===== config.mk =====
export PLATFORM = sky130hd
export DESIGN_NAME = multistage_system_watchdog
export DESIGN_NICKNAME = d
export VERILOG_FILES = /design/src/hdl/wdog_pkg.sv /design/src/hdl/multistage_system_watchdog.sv
export SDC_FILE = /design/constraint.sdc
export NUM_CORES = 1
export LEC_CHECK = 0
export ABC_AREA = 1
export ABC_CLOCK_PERIOD_IN_PS = 5700
export BUFFER_PORTS_ARGS = -buffer_cell sky130_fd_sc_hd__buf_4
export CORE_UTILIZATION = 45
export DETAILED_ROUTE_END_ITERATION = 6
export GPL_ROUTABILITY_DRIVEN = 0
export MAX_ROUTING_LAYER = met4
export PLACE_DENSITY = 0.66
export SYNTH_ARGS = -nofsm -noshare
export SYNTH_HDL_FRONTEND = slang
export SYNTH_SLANG_ARGS = --single-unit

===== constraint.sdc =====
create_clock -name clk -period 5.7 [get_ports clk]
set_input_delay 1.14 -clock clk [delete_from_list [all_inputs] [get_ports clk]]
set_output_delay 1.14 -clock clk [all_outputs]
set_load 0.02 [all_outputs]

===== src/hdl/wdog_pkg.sv =====
// Notes on behaviour
// Boot period: off, 30s, 1,2,5,10,30 min.
// Boot watchdog counts during self-test, then resets.
// Interaction pause halts boot count during popup.
// Password pause halts boot count during password.
// Runtime modes: off, one-shot, single pass, repeat.
// One-shot mode switches off on first refresh.
// Single pass runs each stage once, then stops.
// Repeat mode reruns final stage until reset.
// Start delay holds off runtime activation.
// First stage expiry raises its configured event, or a notification if none is set.
// Stages two and three have own event choice.
// First stage period from 1s to 30min.
// Later stage periods use the same set.
// Notification selects shutdown or restart.
// Shutdown notification signals over-temperature.
// Restart notification reports fatal platform error.
// Runtime watchdog starts just before OS boot.
// Refresh restarts sequence at first stage.
// Stages advance in order; disabled stage ends.
package wdog_pkg;
  localparam int unsigned CLK_HZ     = 250_000_000;
  localparam int unsigned TICK_MS    = 1;
  localparam int unsigned TICK_CYC   = CLK_HZ / 1000 * TICK_MS;
  localparam int unsigned MS_W       = 21;
  // Period codes: 0 none/off for boot and delay, 0 is 1s for stages; times in milliseconds.
  localparam logic [20:0] T_1S   = 21'd1000;
  localparam logic [20:0] T_2S   = 21'd2000;
  localparam logic [20:0] T_5S   = 21'd5000;
  localparam logic [20:0] T_10S  = 21'd10000;
  localparam logic [20:0] T_30S  = 21'd30000;
  localparam logic [20:0] T_1M   = 21'd60000;
  localparam logic [20:0] T_2M   = 21'd120000;
  localparam logic [20:0] T_5M   = 21'd300000;
  localparam logic [20:0] T_10M  = 21'd600000;
  localparam logic [20:0] T_30M  = 21'd1800000;
  localparam logic [2:0]  BOOT_SEL_RST  = 3'h0;
  localparam logic [2:0]  DELAY_SEL_RST = 3'h0;
  localparam logic [3:0]  STAGE_SEL_RST = 4'h0;
  typedef enum logic [1:0] {MODE_OFF, MODE_ONESHOT, MODE_SINGLE, MODE_REPEAT} mode_e;
  typedef enum logic [1:0] {EV_NONE, EV_NOTIFY, EV_RESET, EV_PWRBTN} event_e;
  typedef enum {RS_IDLE, RS_DELAY, RS_STAGE, RS_DONE} run_state_e;
endpackage : wdog_pkg


===== src/hdl/multistage_system_watchdog.sv =====
`timescale 1ns/10ps
module multistage_system_watchdog
  import wdog_pkg::*;
#(
  parameter int unsigned TICK_CYCLES = TICK_CYC
) (
  input  wire logic       clk,
  input  wire logic       rst_n,
  input  wire logic [2:0] boot_period_sel,
  input  wire logic       pause_interact_en,
  input  wire logic       pause_password_en,
  input  wire logic       post_running,
  input  wire logic       popup_shown,
  input  wire logic       password_wait,
  input  wire logic [1:0] run_mode,
  input  wire logic [2:0] start_delay_sel,
  input  wire logic [1:0] stage1_event,
  input  wire logic [1:0] stage2_event,
  input  wire logic [1:0] stage3_event,
  input  wire logic [3:0] stage1_period_sel,
  input  wire logic [3:0] stage2_period_sel,
  input  wire logic [3:0] stage3_period_sel,
  input  wire logic       notify_restart,
  input  wire logic       os_start,
  input  wire logic       refresh,
  output logic            sys_reset,
  output logic            pwr_button,
  output logic            over_temp,
  output logic            fatal_error,
  output logic            run_active,
  output logic [1:0]      run_stage
);

  logic [1:0] rst_sync_q;
  logic       rst_ok_n;
  logic [1:0] post_q, popup_q, pwd_q;

  always_ff @(posedge clk or negedge rst_n) begin
    if (!rst_n) begin
      rst_sync_q <= 2'b00;
    end else begin
      rst_sync_q <= {rst_sync_q[0], 1'b1};
    end
  end
  assign rst_ok_n = rst_sync_q[1];

  always_ff @(posedge clk or negedge rst_ok_n) begin
    if (!rst_ok_n) begin
      post_q  <= 2'b00;
      popup_q <= 2'b00;
      pwd_q   <= 2'b00;
    end else begin
      post_q  <= {post_q[0], post_running};
      popup_q <= {popup_q[0], popup_shown};
      pwd_q   <= {pwd_q[0], password_wait};
    end
  end

  // Millisecond tick divider.
  logic [27:0] div_q, div_d;
  logic        tick;
  always_comb begin
    tick  = (div_q == 28'(TICK_CYCLES - 1));
    div_d = tick ? 28'h0 : div_q + 28'h1;
  end
  always_ff @(posedge clk or negedge rst_ok_n) begin
    if (!rst_ok_n) begin
      div_q <= 28'h0;
    end else begin
      div_q <= div_d;
    end
  end

  function automatic logic [20:0] boot_ms(input logic [2:0] s);
    case (s)
      3'h1:    boot_ms = T_30S;
      3'h2:    boot_ms = T_1M;
      3'h3:    boot_ms = T_2M;
      3'h4:    boot_ms = T_5M;
      3'h5:    boot_ms = T_10M;
      3'h6:    boot_ms = T_30M;
      default: boot_ms = 21'h0;
    endcase
  endfunction : boot_ms

  function automatic logic [20:0] delay_ms(input logic [2:0] s);
    case (s)
      3'h1:    delay_ms = T_10S;
      3'h2:    delay_ms = T_30S;
      3'h3:    delay_ms = T_1M;
      3'h4:    delay_ms = T_2M;
      3'h5:    delay_ms = T_5M;
      3'h6:    delay_ms = T_10M;
      3'h7:    delay_ms = T_30M;
      default: delay_ms = 21'h0;
    endcase
  endfunction : delay_ms

  function automatic logic [20:0] stage_ms(input logic [3:0] s);
    case (s)
      4'h0:    stage_ms = T_1S;
      4'h1:    stage_ms = T_2S;
      4'h2:    stage_ms = T_5S;
      4'h3:    stage_ms = T_10S;
      4'h4:    stage_ms = T_30S;
      4'h5:    stage_ms = T_1M;
      4'h6:    stage_ms = T_2M;
      4'h7:    stage_ms = T_5M;
      4'h8:    stage_ms = T_10M;
      default: stage_ms = T_30M;
    endcase
  endfunction : stage_ms

  // Boot-time watchdog.
  logic [20:0] boot_cnt_q, boot_cnt_d;
  logic        boot_fire_q, boot_fire_d;
  logic        boot_hold;
  always_comb begin
    boot_hold   = (pause_interact_en && (popup_q[1] || pwd_q[1])) ||
                  (pause_password_en && pwd_q[1]);
    boot_cnt_d  = boot_cnt_q;
    boot_fire_d = 1'b0;
    if (!post_q[1] || boot_ms(boot_period_sel) == 21'h0) begin
      boot_cnt_d = 21'h0;
    end else if (tick && !boot_hold) begin
      if (boot_cnt_q + 21'h1 >= boot_ms(boot_period_sel)) begin
        boot_fire_d = 1'b1;
        boot_cnt_d  = 21'h0;
      end else begin
        boot_cnt_d = boot_cnt_q + 21'h1;
      end
    end
  end
  always_ff @(posedge clk or negedge rst_ok_n) begin
    if (!rst_ok_n) begin
      boot_cnt_q  <= 21'h0;
      boot_fire_q <= 1'b0;
    end else begin
      boot_cnt_q  <= boot_cnt_d;
      boot_fire_q <= boot_fire_d;
    end
  end

  // Runtime watchdog.
  run_state_e  st_q, st_d;
  mode_e       mode_q, mode_d;
  logic [1:0]  stg_q, stg_d;
  logic [20:0] cnt_q, cnt_d;
  logic [1:0]  ev_q, ev_d;
  logic [1:0]  cur_ev, nxt_ev;
  logic [3:0]  cur_sel;

  always_comb begin
    case (stg_q)
      2'd1: begin
        cur_ev  = stage2_event;
        cur_sel = stage2_period_sel;
      end
      2'd2: begin
        cur_ev  = stage3_event;
        cur_sel = stage3_period_sel;
      end
      default: begin
        cur_ev  = stage1_event;
        cur_sel = stage1_period_sel;
      end
    endcase
    case (stg_q)
      2'd0:    nxt_ev = stage2_event;
      2'd1:    nxt_ev = stage3_event;
      default: nxt_ev = EV_NONE;
    endcase
  end

  always_comb begin
    st_d   = st_q;
    mode_d = mode_q;
    stg_d  = stg_q;
    cnt_d  = cnt_q;
    ev_d   = EV_NONE;
    case (st_q)
      RS_IDLE: begin
        if (os_start && !post_q[1] && run_mode != MODE_OFF) begin
          mode_d = mode_e'(run_mode);
          stg_d  = 2'd0;
          cnt_d  = 21'h0;
          st_d   = (delay_ms(start_delay_sel) == 21'h0) ? RS_STAGE : RS_DELAY;
        end
      end
      RS_DELAY: begin
        if (tick) begin
          if (cnt_q + 21'h1 >= delay_ms(start_delay_sel)) begin
            cnt_d = 21'h0;
            st_d  = RS_STAGE;
          end else begin
            cnt_d = cnt_q + 21'h1;
          end
        end
      end
      RS_STAGE: begin
        if (refresh) begin
          stg_d = 2'd0;
          cnt_d = 21'h0;
          if (mode_q == MODE_ONESHOT) begin
            st_d = RS_DONE;
          end
        end else if (tick) begin
          if (cnt_q + 21'h1 >= stage_ms(cur_sel)) begin
            ev_d  = (stg_q == 2'd0 && cur_ev == EV_NONE) ? EV_NOTIFY : cur_ev;
            cnt_d = 21'h0;
            if (stg_q != 2'd2 && nxt_ev != EV_NONE) begin
              stg_d = stg_q + 2'd1;
            end else if (mode_q == MODE_REPEAT) begin
              stg_d = stg_q;
            end else begin
              st_d = RS_DONE;
            end
          end else begin
            cnt_d = cnt_q + 21'h1;
          end
        end
      end
      RS_DONE: st_d = RS_DONE;
      default: st_d = RS_IDLE;
    endcase
  end

  always_ff @(posedge clk or negedge rst_ok_n) begin
    if (!rst_ok_n) begin
      st_q   <= RS_IDLE;
      mode_q <= MODE_OFF;
      stg_q  <= 2'd0;
      cnt_q  <= 21'h0;
      ev_q   <= EV_NONE;
    end else begin
      st_q   <= st_d;
      mode_q <= mode_d;
      stg_q  <= stg_d;
      cnt_q  <= cnt_d;
      ev_q   <= ev_d;
    end
  end

  // Event outputs, one clock pulse each.
  logic rst_o_q, pwr_o_q, ot_o_q, fe_o_q;
  logic rst_o_d, pwr_o_d, ot_o_d, fe_o_d;
  always_comb begin
    rst_o_d = boot_fire_q || ev_q == EV_RESET;
    pwr_o_d = ev_q == EV_PWRBTN;
    ot_o_d  = ev_q == EV_NOTIFY && !notify_restart;
    fe_o_d  = ev_q == EV_NOTIFY && notify_restart;
  end
  always_ff @(posedge clk or negedge rst_ok_n) begin
    if (!rst_ok_n) begin
      rst_o_q <= 1'b0;
      pwr_o_q <= 1'b0;
      ot_o_q  <= 1'b0;
      fe_o_q  <= 1'b0;
    end else begin
      rst_o_q <= rst_o_d;
      pwr_o_q <= pwr_o_d;
      ot_o_q  <= ot_o_d;
      fe_o_q  <= fe_o_d;
    end
  end
  assign sys_reset   = rst_o_q;
  assign pwr_button  = pwr_o_q;
  assign over_temp   = ot_o_q;
  assign fatal_error = fe_o_q;
  assign run_active  = (st_q == RS_STAGE);
  assign run_stage   = stg_q;
endmodule : multistage_system_watchdog


---- After elaboration in Yosys (flattened, before gate mapping) ----
Memory sizes are Yosys's and may differ from the RTL's.
Index checks and enable logic that the tools add are counted.
word-level totals
  register bits ........................... 121
  bits in read-only memories .............. 288
  input port bits ......................... 36
  output and inout bits ................... 7
  memories ................................ 1
memory list
  memory            depth  width  rd ports  clocked after Yosys merged registers in  write ports  RTL line                           text
  (name not given)  16     18     1         0                                        0            multistage_system_watchdog.sv:100  case (s)
cells by class
  $add $sub $neg .......................... 4
  order comparisons ....................... 3
  equal/unequal tests ..................... 35
  mux-type cells .......................... 50
  reduce and logical (&&, ||, !) cells .... 30
operators by type and width
  kind                                                               count
  21-bit two-way mux                                                 18
  32-bit two-way mux                                                 9
  21-bit one-hot mux with 7 select lines                             1
  32-bit one-hot mux with 4 select lines                             1
  21-bit one-hot mux with 6 select lines                             1
  32-bit by 2-bit == test with 1-bit output, second input constant   2
  21-bit >= comparator                                               3
  21-bit one-hot mux with 3 select lines                             1
  21-bit by 1-bit adder with 21-bit output, second input constant    2
  21-bit zero test                                                   2
  32-bit by 1-bit == test with 1-bit output, second input constant   1
  32-bit by 3-bit == test with 1-bit output, second input constant   1
  32-bit zero test                                                   1
  28-bit by 1-bit adder with 28-bit output, second input constant    1
  28-bit by 18-bit == test with 1-bit output, second input constant  1
  28-bit two-way mux                                                 1
  2-bit two-way mux                                                  11
  3-bit == test, second input constant                               7
  3-bit != test, second input constant                               6
  3-bit by 2-bit == test with 1-bit output, second input constant    4
  2-bit one-hot mux with 2 select lines                              3
  1-bit logical AND                                                  9
  2-bit == test, second input constant                               4
  2-bit != test, second input constant                               4
  14 further kinds                                                   28

---- Depth between registers and ports, before layout ----
Gate-level depths: netlist (run 1).
  word-level depth ........................ 11
  gate-level depth with buffers ........... 24
  mapped depth without buffers ............ 23

---- Least setup slack after synthesis (run 1) ----
No wires, ideal clock.
  kind .................................... input -> register
  start ................................... in stage1_period_sel[1]
  end ..................................... reg cnt_q[7]
  data arrival time ....................... 3412 ps
  path slack .............................. 2223 ps
  cell stages on the path ................. 15
  path buffers ............................ 1
  cell sequence ........................... inv_1 o21ai_0 inv_1 ha_1 a21oi_1 inv_1 ha_1 a21oi_1 o21ai_0 a21oi_1 nand4_1 nand2_1 buf_2 nand3b_1 nand2_1
between the ends
  longest elaborated chain between the ends .. 10
RTL lines
  item                                    RTL line                           text
  start, declared                         multistage_system_watchdog.sv:20   input wire logic [3:0] stage1_period_sel,
  4-bit one-hot mux with 2 select lines   multistage_system_watchdog.sv:154  case (stg_q)
  memory 16 x 18 bit                      --
  21-bit two-way mux                      multistage_system_watchdog.sv:207  end else if (tick) begin
  21-bit two-way mux                      multistage_system_watchdog.sv:201  if (refresh) begin
  21-bit two-way mux                      multistage_system_watchdog.sv:181  case (st_q)
  21-bit >= comparator                    multistage_system_watchdog.sv:208  if (cnt_q + 21'h1 >= stage_ms(cur_sel)) begin
  21-bit two-way mux                      multistage_system_watchdog.sv:208
  21-bit two-way mux                      multistage_system_watchdog.sv:207
  21-bit two-way mux                      multistage_system_watchdog.sv:201
  21-bit one-hot mux with 3 select lines  multistage_system_watchdog.sv:181
  end signal, assigned                    multistage_system_watchdog.sv:239  cnt_q <= cnt_d;
  end, declared                           multistage_system_watchdog.sv:148  logic [20:0] cnt_q, cnt_d;
No other way between the ends. The select of a mux whose other input is x is not followed.
A chain may end at the register's enable or synchronous reset.

---- Worst setup path after layout (run 1) ----
  start ................................... reg stg_q[0] (netlist: run_stage[0])
  end ..................................... reg cnt_q[6]
between the ends
  longest elaborated chain between the ends .. 11
RTL lines
  item                                                                       RTL line                           text
  start, declared                                                            multistage_system_watchdog.sv:147  logic [1:0] stg_q, stg_d;
  start signal, assigned                                                     multistage_system_watchdog.sv:238  stg_q <= stg_d;
  2-bit == test or 2-bit by 1-bit == test with 1-bit output (tied branches)  multistage_system_watchdog.sv:154
  4-bit one-hot mux with 2 select lines *                                    multistage_system_watchdog.sv:154
  memory 16 x 18 bit *                                                       --
  21-bit two-way mux *                                                       multistage_system_watchdog.sv:207
  21-bit two-way mux *                                                       multistage_system_watchdog.sv:201
  21-bit two-way mux *                                                       multistage_system_watchdog.sv:181
  21-bit >= comparator *                                                     multistage_system_watchdog.sv:208
  21-bit two-way mux *                                                       multistage_system_watchdog.sv:208
  21-bit two-way mux *                                                       multistage_system_watchdog.sv:207
  21-bit two-way mux *                                                       multistage_system_watchdog.sv:201
  21-bit one-hot mux with 3 select lines *                                   multistage_system_watchdog.sv:181
Every way passes the cells marked *; elsewhere a longest branch is shown, timed or not. The select of a mux whose other input is x is not followed.

==> results of run 1 <==
registers in the layout, summed over array words and instances (netlist names):
signal,flops
boot_cnt_q,21
boot_fire_q,1
cnt_q,21
div_q,28
ev_q,2
fatal_error,1
mode_q,2
over_temp,1
popup_q,2
post_q,2
pwd_q,2
pwr_button,1
rst_sync_q,2
run_stage,2
st_q,2
sys_reset,1
path summary, 6_finish.rpt:
| kind | to | slack, ps | from |
|---|---|---|---|
| min in group clk | pwd_q[1]$_DFF_PN0_ | 350 | pwd_q[0]$_DFF_PN0_ |
| worst max register to register | cnt_q[6]$_DFFE_PN0P_ | 1570 | run_stage[0]$_DFFE_PN0P_ |
| worst min-delay path | cnt_q[6]$_DFFE_PN0P_ | 180 | rst_sync_q[1]$_DFF_PN0_ |
| max in group asynchronous | div_q[24]$_DFF_PN0_ | 4260 | rst_sync_q[1]$_DFF_PN0_ |
| worst max-delay path | cnt_q[6]$_DFFE_PN0P_ | 1570 | run_stage[0]$_DFFE_PN0P_ |
| worst min register to register | cnt_q[6]$_DFFE_PN0P_ | 180 | rst_sync_q[1]$_DFF_PN0_ |
metrics by stage:
step	cells	total power, uW
after detailed placement	1327	1470
final	1343	2080
after CTS	1343	2100
after floorplan	1087	1310
after global routing	1343	2240
after global placement	1327	1470
kinds of logic (layout without fill, tap and decap cells):
group	Yosys count	after routing
AND/OR/NAND/NOR	613	613
buffers and inverters	185	225
flip-flops	91	91
AO/OA/AOI/OAI	82	82
adder cells (fa/ha/maj)	72	72
XOR/XNOR	41	41
multiplexers	2	2
other	1	1
routing by layer:
| layer | up-vias | routed length (um) |
|---|---|---|
| met2 | 119 | 7770 |
| li1 | 3512 | - |
| met5 | - | 0 |
| met3 | 19 | 557 |
| met4 | 0 | 310 |
| met1 | 2992 | 8300 |
placed cells by master (no fill, tap or decap), types with 24 or more instances in the layout:
master / count
inv_1: 161
nand3_1: 69
a21oi_1: 40
nor2_1: 133
dfrtp_1: 90
nand2_1: 319
ha_1: 72
nand4_1: 24
o21ai_0: 27
nor3_1: 27
xor2_1: 33
buf_4: 44
critical path: stages (launching register included):
cell and delay (ps):
dfrtp_1 410, inv_1 100, ha_1 450, o21ai_0 470, inv_1 220, ha_1 270
nand2_1 70, nand2_1 50, nor2_1 190, a31oi_1 70, ha_1 280, nand2_1 60
nor2_1 130, nand2_1 70, nor2_1 80, nand2_1 70, nand4_1 190, nand2_1 470
nand3b_1 250, nand2_1 70
where the power goes:
part,total [uW],switching (uW),internal (uW),leakage (uW)
Combinational,764,510,254,0.00299
Clock,614,258,355,0.000144
Sequential,700,28.2,672,0.00123
Total,2080,797,1280,0.00437
area by class of cell:
type,instances,area [um^2]
clock inverter,3,47.5
sequential,91,2280
timing repair buffer,44,330
fill,1629,7790
tap,216,270
clock buffer,13,250
multi-input combinational,811,4410
inverter,165,619
==> out/metrics.yaml, run 1 <==
logic_synthesis:
  synthDistinctLibCells: 45
  synth_edf_count: 0
  synthAdderAreaFrac_pct: 12.1
  avgSynthCellArea_um2: 6.83
  synth_top_family_by_area: "simple AND/OR/NAND/NOR gates"
  synth-compound-area-share_pct: 6.19
  synthMostInstantiatedCell: "nand2_1"
  ys.flop_type: "dfrtp_1"
  syn_area_um2: 7420
  synth.top_cells.by_count: "319 x nand2_1, 161 x inv_1, 134 x nor2_1"
  yosys_warnings: 0
  synth_cells: 1087
  synth_top_area_share_pct: 30.7
  synthArstFlopShare_pct: 100
  ys_top_cells_by_area: "dfrtp_1 31%, nand2_1 16%, ha_1 12%"
  yosys.area.top_type: "dfrtp_1"
  synth_nets: 1195
  ys_seq_elements: 91
  yosys.area_share.xor_xnor_pct: 4.84
  synth-simple-area-share_pct: 35.9
  yosysSeqAreaShare_pct: 30.7
  synthMuxAreaShare_pct: 0.303
global_routing:
  busiest_layer: "met2"
  use_met1_pct: 29.5
  grt-ovfl-total: 0
  grtUsageTotal_pct: 21.9
  grt_pass1_vias: 6084
  use_met2_pct: 34.2
  grt_max_degree: 79
  antenna_found_initial: 0
  use_met3_pct: 2.85
  grt_pass1_wl_um: 28600
timing:
  hold_viol: 0
  rsz0062_at_grt: "no"
  finalSetupViolCount: 0
  slew_headroom_pct: 32.6
  final-max-slew-violation-count: 0
  fmax_ghz: 0.242
  holdWs_ps: 179
  worstMarginPinSlew_ps: 1010
  skew_ps: 10.6
  setup_ws_ps: 1570
  fin_crit_ps: 4130
  period_share_pct: 72.4
  fin_setup_tns_ps: 0
job:
  maxCapViolations: 0
die:
  dieWidth_um: 130
  core_area_um2: 16000
  die_y_um: 130
  rows: 46
  start_util_pct: 46.4
  pin_count: 43
  dieArea_um2: 17000
worst_setup_path:
  cp-end-kind: "flop"
  required_ps: 5940
  crit_arrival_ps: 4370
  criticalPathCategory: "flop to flop"
  ff2ff_path_depth: 19
  start_kind: "flop"
  path_max_fanout: 21
clock_tree:
  clock-sinks: 91
  path_clk_slew_ps: 70
  cts_buffer_depth: 2
  htreeDepth: 3
  cts-resized-gates: 0
  cts_buffers: 9
  cts_root_buf: "clkbuf_16"
  cts_tree: "done"
  cts_hold_buf: 0
  clkLatencyLatePin_ps: 350
  postCtsSetupBuffers: 0
worst_hold_path:
  hp-class: "flop to async pin"
layout:
  design_area_um2: 8210
  syn2layout_area_growth_pct: 10.6
  insertedDiodeCount: 0
  fin_nets: 1230
  drive_gt1_share_pct: 8.34
  finalCoreUtilization_pct: 51.3
placement:
  place_area_um2: 7920
  hpwl_um: 12800
  io_buffers: 42
  dpl_worst_slack_ps: 1370
drt:
  dr.pass1.iters: 5
  wl_per_cell_um: 12.6
  num_vias: 6642
  wirelength_um: 16900
  drc: 0
  drt_iter0_markers: 419
  vias_per_cell: 4.95
  ant_nets: 0
pwr:
  leakagePower_uw: 0.00437
  max-vdd-ir-drop_mv: 0.168
  power_density_nw_per_um2: 253
run_status:
  status: "finished clean"
No activity file was read; power rests on OpenSTA's default activity.
==> run 2: changes to the inputs <==
Settings changed: ABC_AREA 1 to 0, ABC_CLOCK_PERIOD_IN_PS 5700 to 3970.
Clock period 5.7 ns to 3.97 ns, I/O delays scaled along.
==> run 2 against run 1 <==
Sequential power increased by 36%. Non-clock buffer count increased by 28. Die area decreased by 12%. Wire length decreased by 12%. Combinational power decreased by 72%. Flip-flop and latch count unchanged. Final cell count decreased by 25%. Global-route usage increased by 0.064 points. Clock skew decreased by 2.4 ps. Fmax increased by 12%. Critical path depth decreased by 6.
==> out/metrics.yaml, run 2 <==
layout:
  final_common_cell: "nand2_1"
  stdcell_count: 1002
  largest_reg_flops: 28
  reg_top3: "div_q: 28 flops, boot_cnt_q: 21 flops, cnt_q: 21 flops"
  fin_nets: 925
  final_cell_mix: "117 x nand2_1, 90 x dfrtp_1, 71 x buf_4, 67 x ha_1, 51 x nor2_1"
  drive_gt1_share_pct: 14.2
  insertedDiodeCount: 0
  syn2layout_area_growth_pct: 16.2
  top_register: "div_q"
timing:
  worstMarginPinSlew_ps: 1110
  rsz0062_at_grt: "no"
  setup_ws_ps: 270
  finalSetupViolCount: 0
  holdWs_ps: 216
  period_share_pct: 93.2
  fin_setup_tns_ps: 0
  fmax_ghz: 0.270
  fin_crit_ps: 3700
  skew_ps: 8.19
  hold_viol: 0
  slew_headroom_pct: 25.9
  final-max-slew-violation-count: 0
worst_setup_path:
  r2r-start: "cnt_q[0]$_DFFE_PN0P_"
  ff2ff_path_depth: 13
  worst_path_largest_cell_delay_ps: 550
  setup.worst_path.end: "st_q[0]$_DFFE_PN0P_"
  crit_chain: "ha_2 -> nand3_1 -> nor4_2 -> buf_4 -> and4_1 -> and3_1 -> xor2_2 -> ha_1 -> nand4_1 -> or4_1 -> and4_4 -> nor3_4 -> mux2_2"
  cpMaxStageDelayCell: "or4_1"
  criticalPathCategory: "flop to flop"
  r2r_end: "st_q[0]$_DFFE_PN0P_"
  reg2reg_setup_slack_ps: 270
  required_ps: 4190
  start_kind: "flop"
  path_max_fanout: 7
  crit_arrival_ps: 3920
  critical_path.startpoint: "cnt_q[0]$_DFFE_PN0P_"
  cp-end-kind: "flop"
job:
  maxCapViolations: 0
logic_synthesis:
  synth_edf_count: 0
  synth_top_family_by_area: "simple AND/OR/NAND/NOR gates"
  avgSynthCellArea_um2: 8.61
  yosys.area_share.xor_xnor_pct: 7.51
  synth-simple-area-share_pct: 25.7
  syn_area_um2: 6540
  ys.flop_type: "dfrtp_1"
  yosys_warnings: 0
  yosys.area.top_type: "dfrtp_1"
  synth_cells: 759
  synth_nets: 867
  synthDistinctLibCells: 55
  yosysSeqAreaShare_pct: 34.8
  synthMuxAreaShare_pct: 0.976
  synthMostInstantiatedCell: "nand2_1"
  synth_top_area_share_pct: 34.8
  ys_top_cells_by_area: "dfrtp_1 35%, ha_1 14%, nand2_1 6.7%"
  ys_seq_elements: 91
  synthArstFlopShare_pct: 100
  synthAdderAreaFrac_pct: 13.8
  synth-compound-area-share_pct: 14.4
  synth.top_cells.by_count: "117 x nand2_1, 91 x dfrtp_1, 72 x ha_1"
worst_hold_path:
  hp-class: "primary input to async pin"
global_routing:
  grt_pass1_wl_um: 25500
  grt_max_degree: 90
  grt-ovfl-total: 0
  antenna_found_initial: 0
  grt_pass1_vias: 5579
  grtUsageTotal_pct: 22.0
die:
  dieArea_um2: 15000
  rows: 43
  core_area_um2: 14000
  start_util_pct: 46.5
  dieWidth_um: 123
  pin_count: 43
  die_y_um: 123
drt:
  wirelength_um: 14900
  ant_nets: 0
  dr.pass1.iters: 5
  num_vias: 5640
  drc: 0
  vias_per_cell: 5.63
  wl_per_cell_um: 14.9
  drt_iter0_markers: 405
run_status:
  status: "finished clean"
placement:
  hpwl_um: 11500
  io_buffers: 42
  dp_cells: 984
  dpl_worst_slack_ps: -69.0
clock_tree:
  cts_buffer_depth: 2
  cts_hold_buf: 0
  clock-sinks: 91
  cts_root_buf: "clkbuf_16"
  htreeDepth: 3
  cts_buffers: 9
  cts_tree: "done"
  path_clk_slew_ps: 60
  clkLatencyLatePin_ps: 340
pwr:
  max-vdd-ir-drop_mv: 0.202
  leakagePower_uw: 0.00368
  power_density_nw_per_um2: 271
  power_uw: 2060
[run 2: worst min-delay path by stage]
stage                                    to  slack [ps]
floorplan              popup_q[1]$_DFF_PN0_         330
global placement       popup_q[1]$_DFF_PN0_         330
detailed placement      post_q[1]$_DFF_PN0_         340
CTS                 rst_sync_q[1]$_DFF_PN0_         200
global route        rst_sync_q[1]$_DFF_PN0_         200
finish              rst_sync_q[1]$_DFF_PN0_         220
[run 2: logic make-up (layout without fill, tap and decap cells)]
kind of cell | after synthesis | count (layout)
muxes | 6 | 6
buffers and inverters | 46 | 109
other | 1 | 1
adders and majority gates | 72 | 72
and+or+nand+nor | 337 | 337
DFF | 91 | 91
xor gates and xnor gates | 56 | 56
AOI/OAI and AO/OA | 150 | 150
[run 2: worst max-delay path, delay by kind of cell (launching register included)]
kind          cells  cell delay, ps
mux               1             350
xor+xnor          1             110
flops             1             410
simple gates      8            1970
fa+ha+maj         2             550
buf+inv           1             200
[run 2: final cells by class]
cell class / instances / area, um^2
clock inverters: 3 / 43.8
flip-flops and latches: 91 / 2280
clock buffers: 13 / 270
multi-input cells: 622 / 4150
fillers: 1245 / 6450
inverters: 21 / 78.8
repair buffers: 72 / 544
well taps: 180 / 225
[run 2: metrics by stage]
step	utilization [%]	area, um^2
2_1_floorplan	-	6540
3_3_place_gp	51.2	7190
3_5_place_dp	51.2	7190
4_1_cts	53.5	7510
5_1_grt	54.1	7600
6_report	54.1	7600
[run 2: routing by layer]
layer  global-route usage [%]  wire length [um]  vias up
met3                     3.67               444       23
met2                     35.9              7070      102
met5                        -                 0        -
met1                     27.8              7150     2695
li1                         -                 -     2820
met4                     6.48               252        0
[run 2: repair_timing]
item,4_1_cts,5_1_grt
setup buffers,0,2
setup endpoints to repair,1,25
hold endpoints to repair,0,0
gates resized for setup,1,17
cloned,0,0
[run 2: report_power, final]
part           internal, uW  leakage, uW  switching [uW]
Clock                   541     0.000156             348
Sequential              932      0.00123            18.5
Combinational          98.3      0.00229             118
Total                  1570      0.00368             484
==> run 3: changes to the inputs <==
Settings changed: CORE_UTILIZATION 45 to 54, PLACE_DENSITY 0.66 to 0.76, RECOVER_POWER set to 50.
==> run 3 against run 2 <==
The run now ends with design-rule violations, max-capacitance violations, max-slew violations left. Clock power grew 2%. Flip-flop and latch count unchanged. Clock skew rose by 0.85 ps. Fmax down 2.5%. Utilization grew 11 points. Power increased by 0.79%. Wire length is 4.7% higher. Worst hold slack better by 3.8 ps. Worst setup slack lost 95 ps. Sequential share of layout area rose by 0.23 points. Clock-buffer cell count decreased by 2. Largest cell class unchanged.
==> out/metrics.yaml, run 3 (same netlist as run 2, synthesis figures left out) <==
clock_tree:
  cts_root_buf: "clkbuf_16"
  clock-sinks: 91
  clkLatencyLatePin_ps: 350
  cts_tree: "done"
  path_clk_slew_ps: 60
  htreeDepth: 3
  cts_buffers: 9
  cts_buffer_depth: 2
  cts_hold_buf: 0
placement:
  hpwl_um: 11800
  dp_cells: 945
  io_buffers: 42
die:
  dieWidth_um: 112
  pin_count: 43
  dieArea_um2: 12500
  start_util_pct: 56.3
  rows: 39
  core_area_um2: 11600
  die_y_um: 112
drt:
  ant_nets: 0
  num_vias: 5784
  wirelength_um: 15600
  drc: 7
  dr.pass1.iters: 7
  drt_iter0_markers: 427
  vias_per_cell: 6.00
  wl_per_cell_um: 16.2
timing:
  final-max-slew-violation-count: 48
  worstMarginPinSlew_ps: 1850
  fmax_ghz: 0.264
  fin_crit_ps: 3790
  skew_ps: 9.03
  period_share_pct: 95.6
  slew_headroom_pct: -23.3
  holdWs_ps: 220
  hold_viol: 0
  finalSetupViolCount: 0
pwr:
  power.share.clock_pct: 43.6
  leakagePower_uw: 0.00371
  pwr-share-comb_pct: 10.9
  max-vdd-ir-drop_mv: 0.169
  switchingPower_uw: 491
  power_density_nw_per_um2: 275
  power.internal_uw: 1580
  p_seq_share_pct: 45.5
  switching_share_pct: 23.7
  power_uw: 2070
worst_setup_path:
  path_max_fanout: 7
  required_ps: 4200
  start_kind: "flop"
  criticalPathCategory: "flop to flop"
  cp-end-kind: "flop"
  crit_arrival_ps: 4020
  r2r-start: "run_stage[0]$_DFFE_PN0P_"
  worst_path_largest_cell_delay_ps: 510
  ff2ff_path_depth: 13
  critical_path.startpoint: "run_stage[0]$_DFFE_PN0P_"
  crit_chain: "inv_1 -> ha_2 -> nor2_1 -> a21oi_2 -> inv_1 -> ha_1 -> or3_1 -> ha_1 -> nand4_1 -> or4_1 -> and4_4 -> nor3_2 -> mux2_2"
  cpMaxStageDelayCell: "or4_1"
layout:
  stdcell_count: 964
  largest_reg_flops: 28
  drive_gt1_share_pct: 13.6
  fin_nets: 924
  fillers: 916
  multi_input_area_um2: 4150
  final_cell_mix: "117 x nand2_1, 91 x dfrtp_1, 69 x ha_1, 65 x buf_4, 52 x nor2_1"
  reg_top3: "div_q: 28 flops, boot_cnt_q: 21 flops, cnt_q: 21 flops"
  syn2layout_area_growth_pct: 15.2
  top_register: "div_q"
  insertedDiodeCount: 0
  final_common_cell: "nand2_1"
  layout.area.seq_um2: 2280
global_routing:
  grt_pass1_wl_um: 26100
  grt_pass1_vias: 5626
  grt_max_degree: 48
  grtUsageTotal_pct: 26.8
  grt-ovfl-total: 0
  antenna_found_initial: 0
run_status:
  violations: "design-rule violations, max-capacitance violations, max-slew violations"
  status: "finished with violations"
job:
  maxCapViolations: 1
worst_hold_path:
  hp-class: "primary input to async pin"
## run 3: power by group through the flow
stage	logic [uW]	clock network (uW)	registers (uW)
finish	226	903	943
global route	252	957	944
CTS	219	921	944
detailed placement	217	0	961
global placement	206	0	960
floorplan	130	0	964
## run 3: stage by stage
step	area (um^2)	worst slack (ps)	util [%]	TNS (ps)
6_report	7530	175	64.8	0
5_1_grt	7530	-13.4	64.8	-13.4
4_1_cts	7450	46.8	64.1	0
3_5_place_dp	7130	-66.6	61.4	-79.7
3_3_place_gp	7130	50.0	61.4	0
2_1_floorplan	6540	36.6	-	0
## run 3: critical path: cells and delay by family (launching register included)
| family | cells | cell delay (ps) |
|---|---|---|
| AOI/OAI and AO/OA | 1 | 210 |
| adders and majority gates | 3 | 960 |
| buffers and inverters | 2 | 220 |
| DFF | 1 | 380 |
| muxes | 1 | 370 |
| and+or+nand+nor | 6 | 1530 |
## run 3: routing by layer
layer	GRT usage, %	wire, um	share of wire [%]	up-vias
met5	-	0	0	-
met4	11.3	480	3.1	0
met3	3.78	753	4.8	39
met2	43.6	7310	47	174
met1	33.6	7080	45	2743
li1	-	-	-	2828
## run 3: area by class of cell
| cell class | count | share of cell area [%] |
|---|---|---|
| Clock buffer | 11 | 3.09 |
| Tap cell | 143 | 2.38 |
| Multi-Input combinational cell | 622 | 55.2 |
| Timing Repair Buffer | 71 | 7.00 |
| Sequential cell | 91 | 30.3 |
| Inverter | 21 | 1.05 |
| Clock inverter | 5 | 1.05 |
## run 3: worst paths after layout
path | to | slack (ps)
max | st_q[0]$_DFFE_PN0P_ | 180
min | rst_sync_q[0]$_DFF_PN0_ | 220
max reg2reg | st_q[0]$_DFFE_PN0P_ | 180
min reg2reg | post_q[1]$_DFF_PN0_ | 350
max in group asynchronous | boot_cnt_q[10]$_DFFE_PN0P_ | 1270
min in group clk | post_q[1]$_DFF_PN0_ | 350
## run 3: timing repair
action                                  in CTS  in global routing
resized for setup                            1                 14
setup buffers                                0                  3
gates cloned                                 0                  0
endpoints found under the setup margin       1                 25
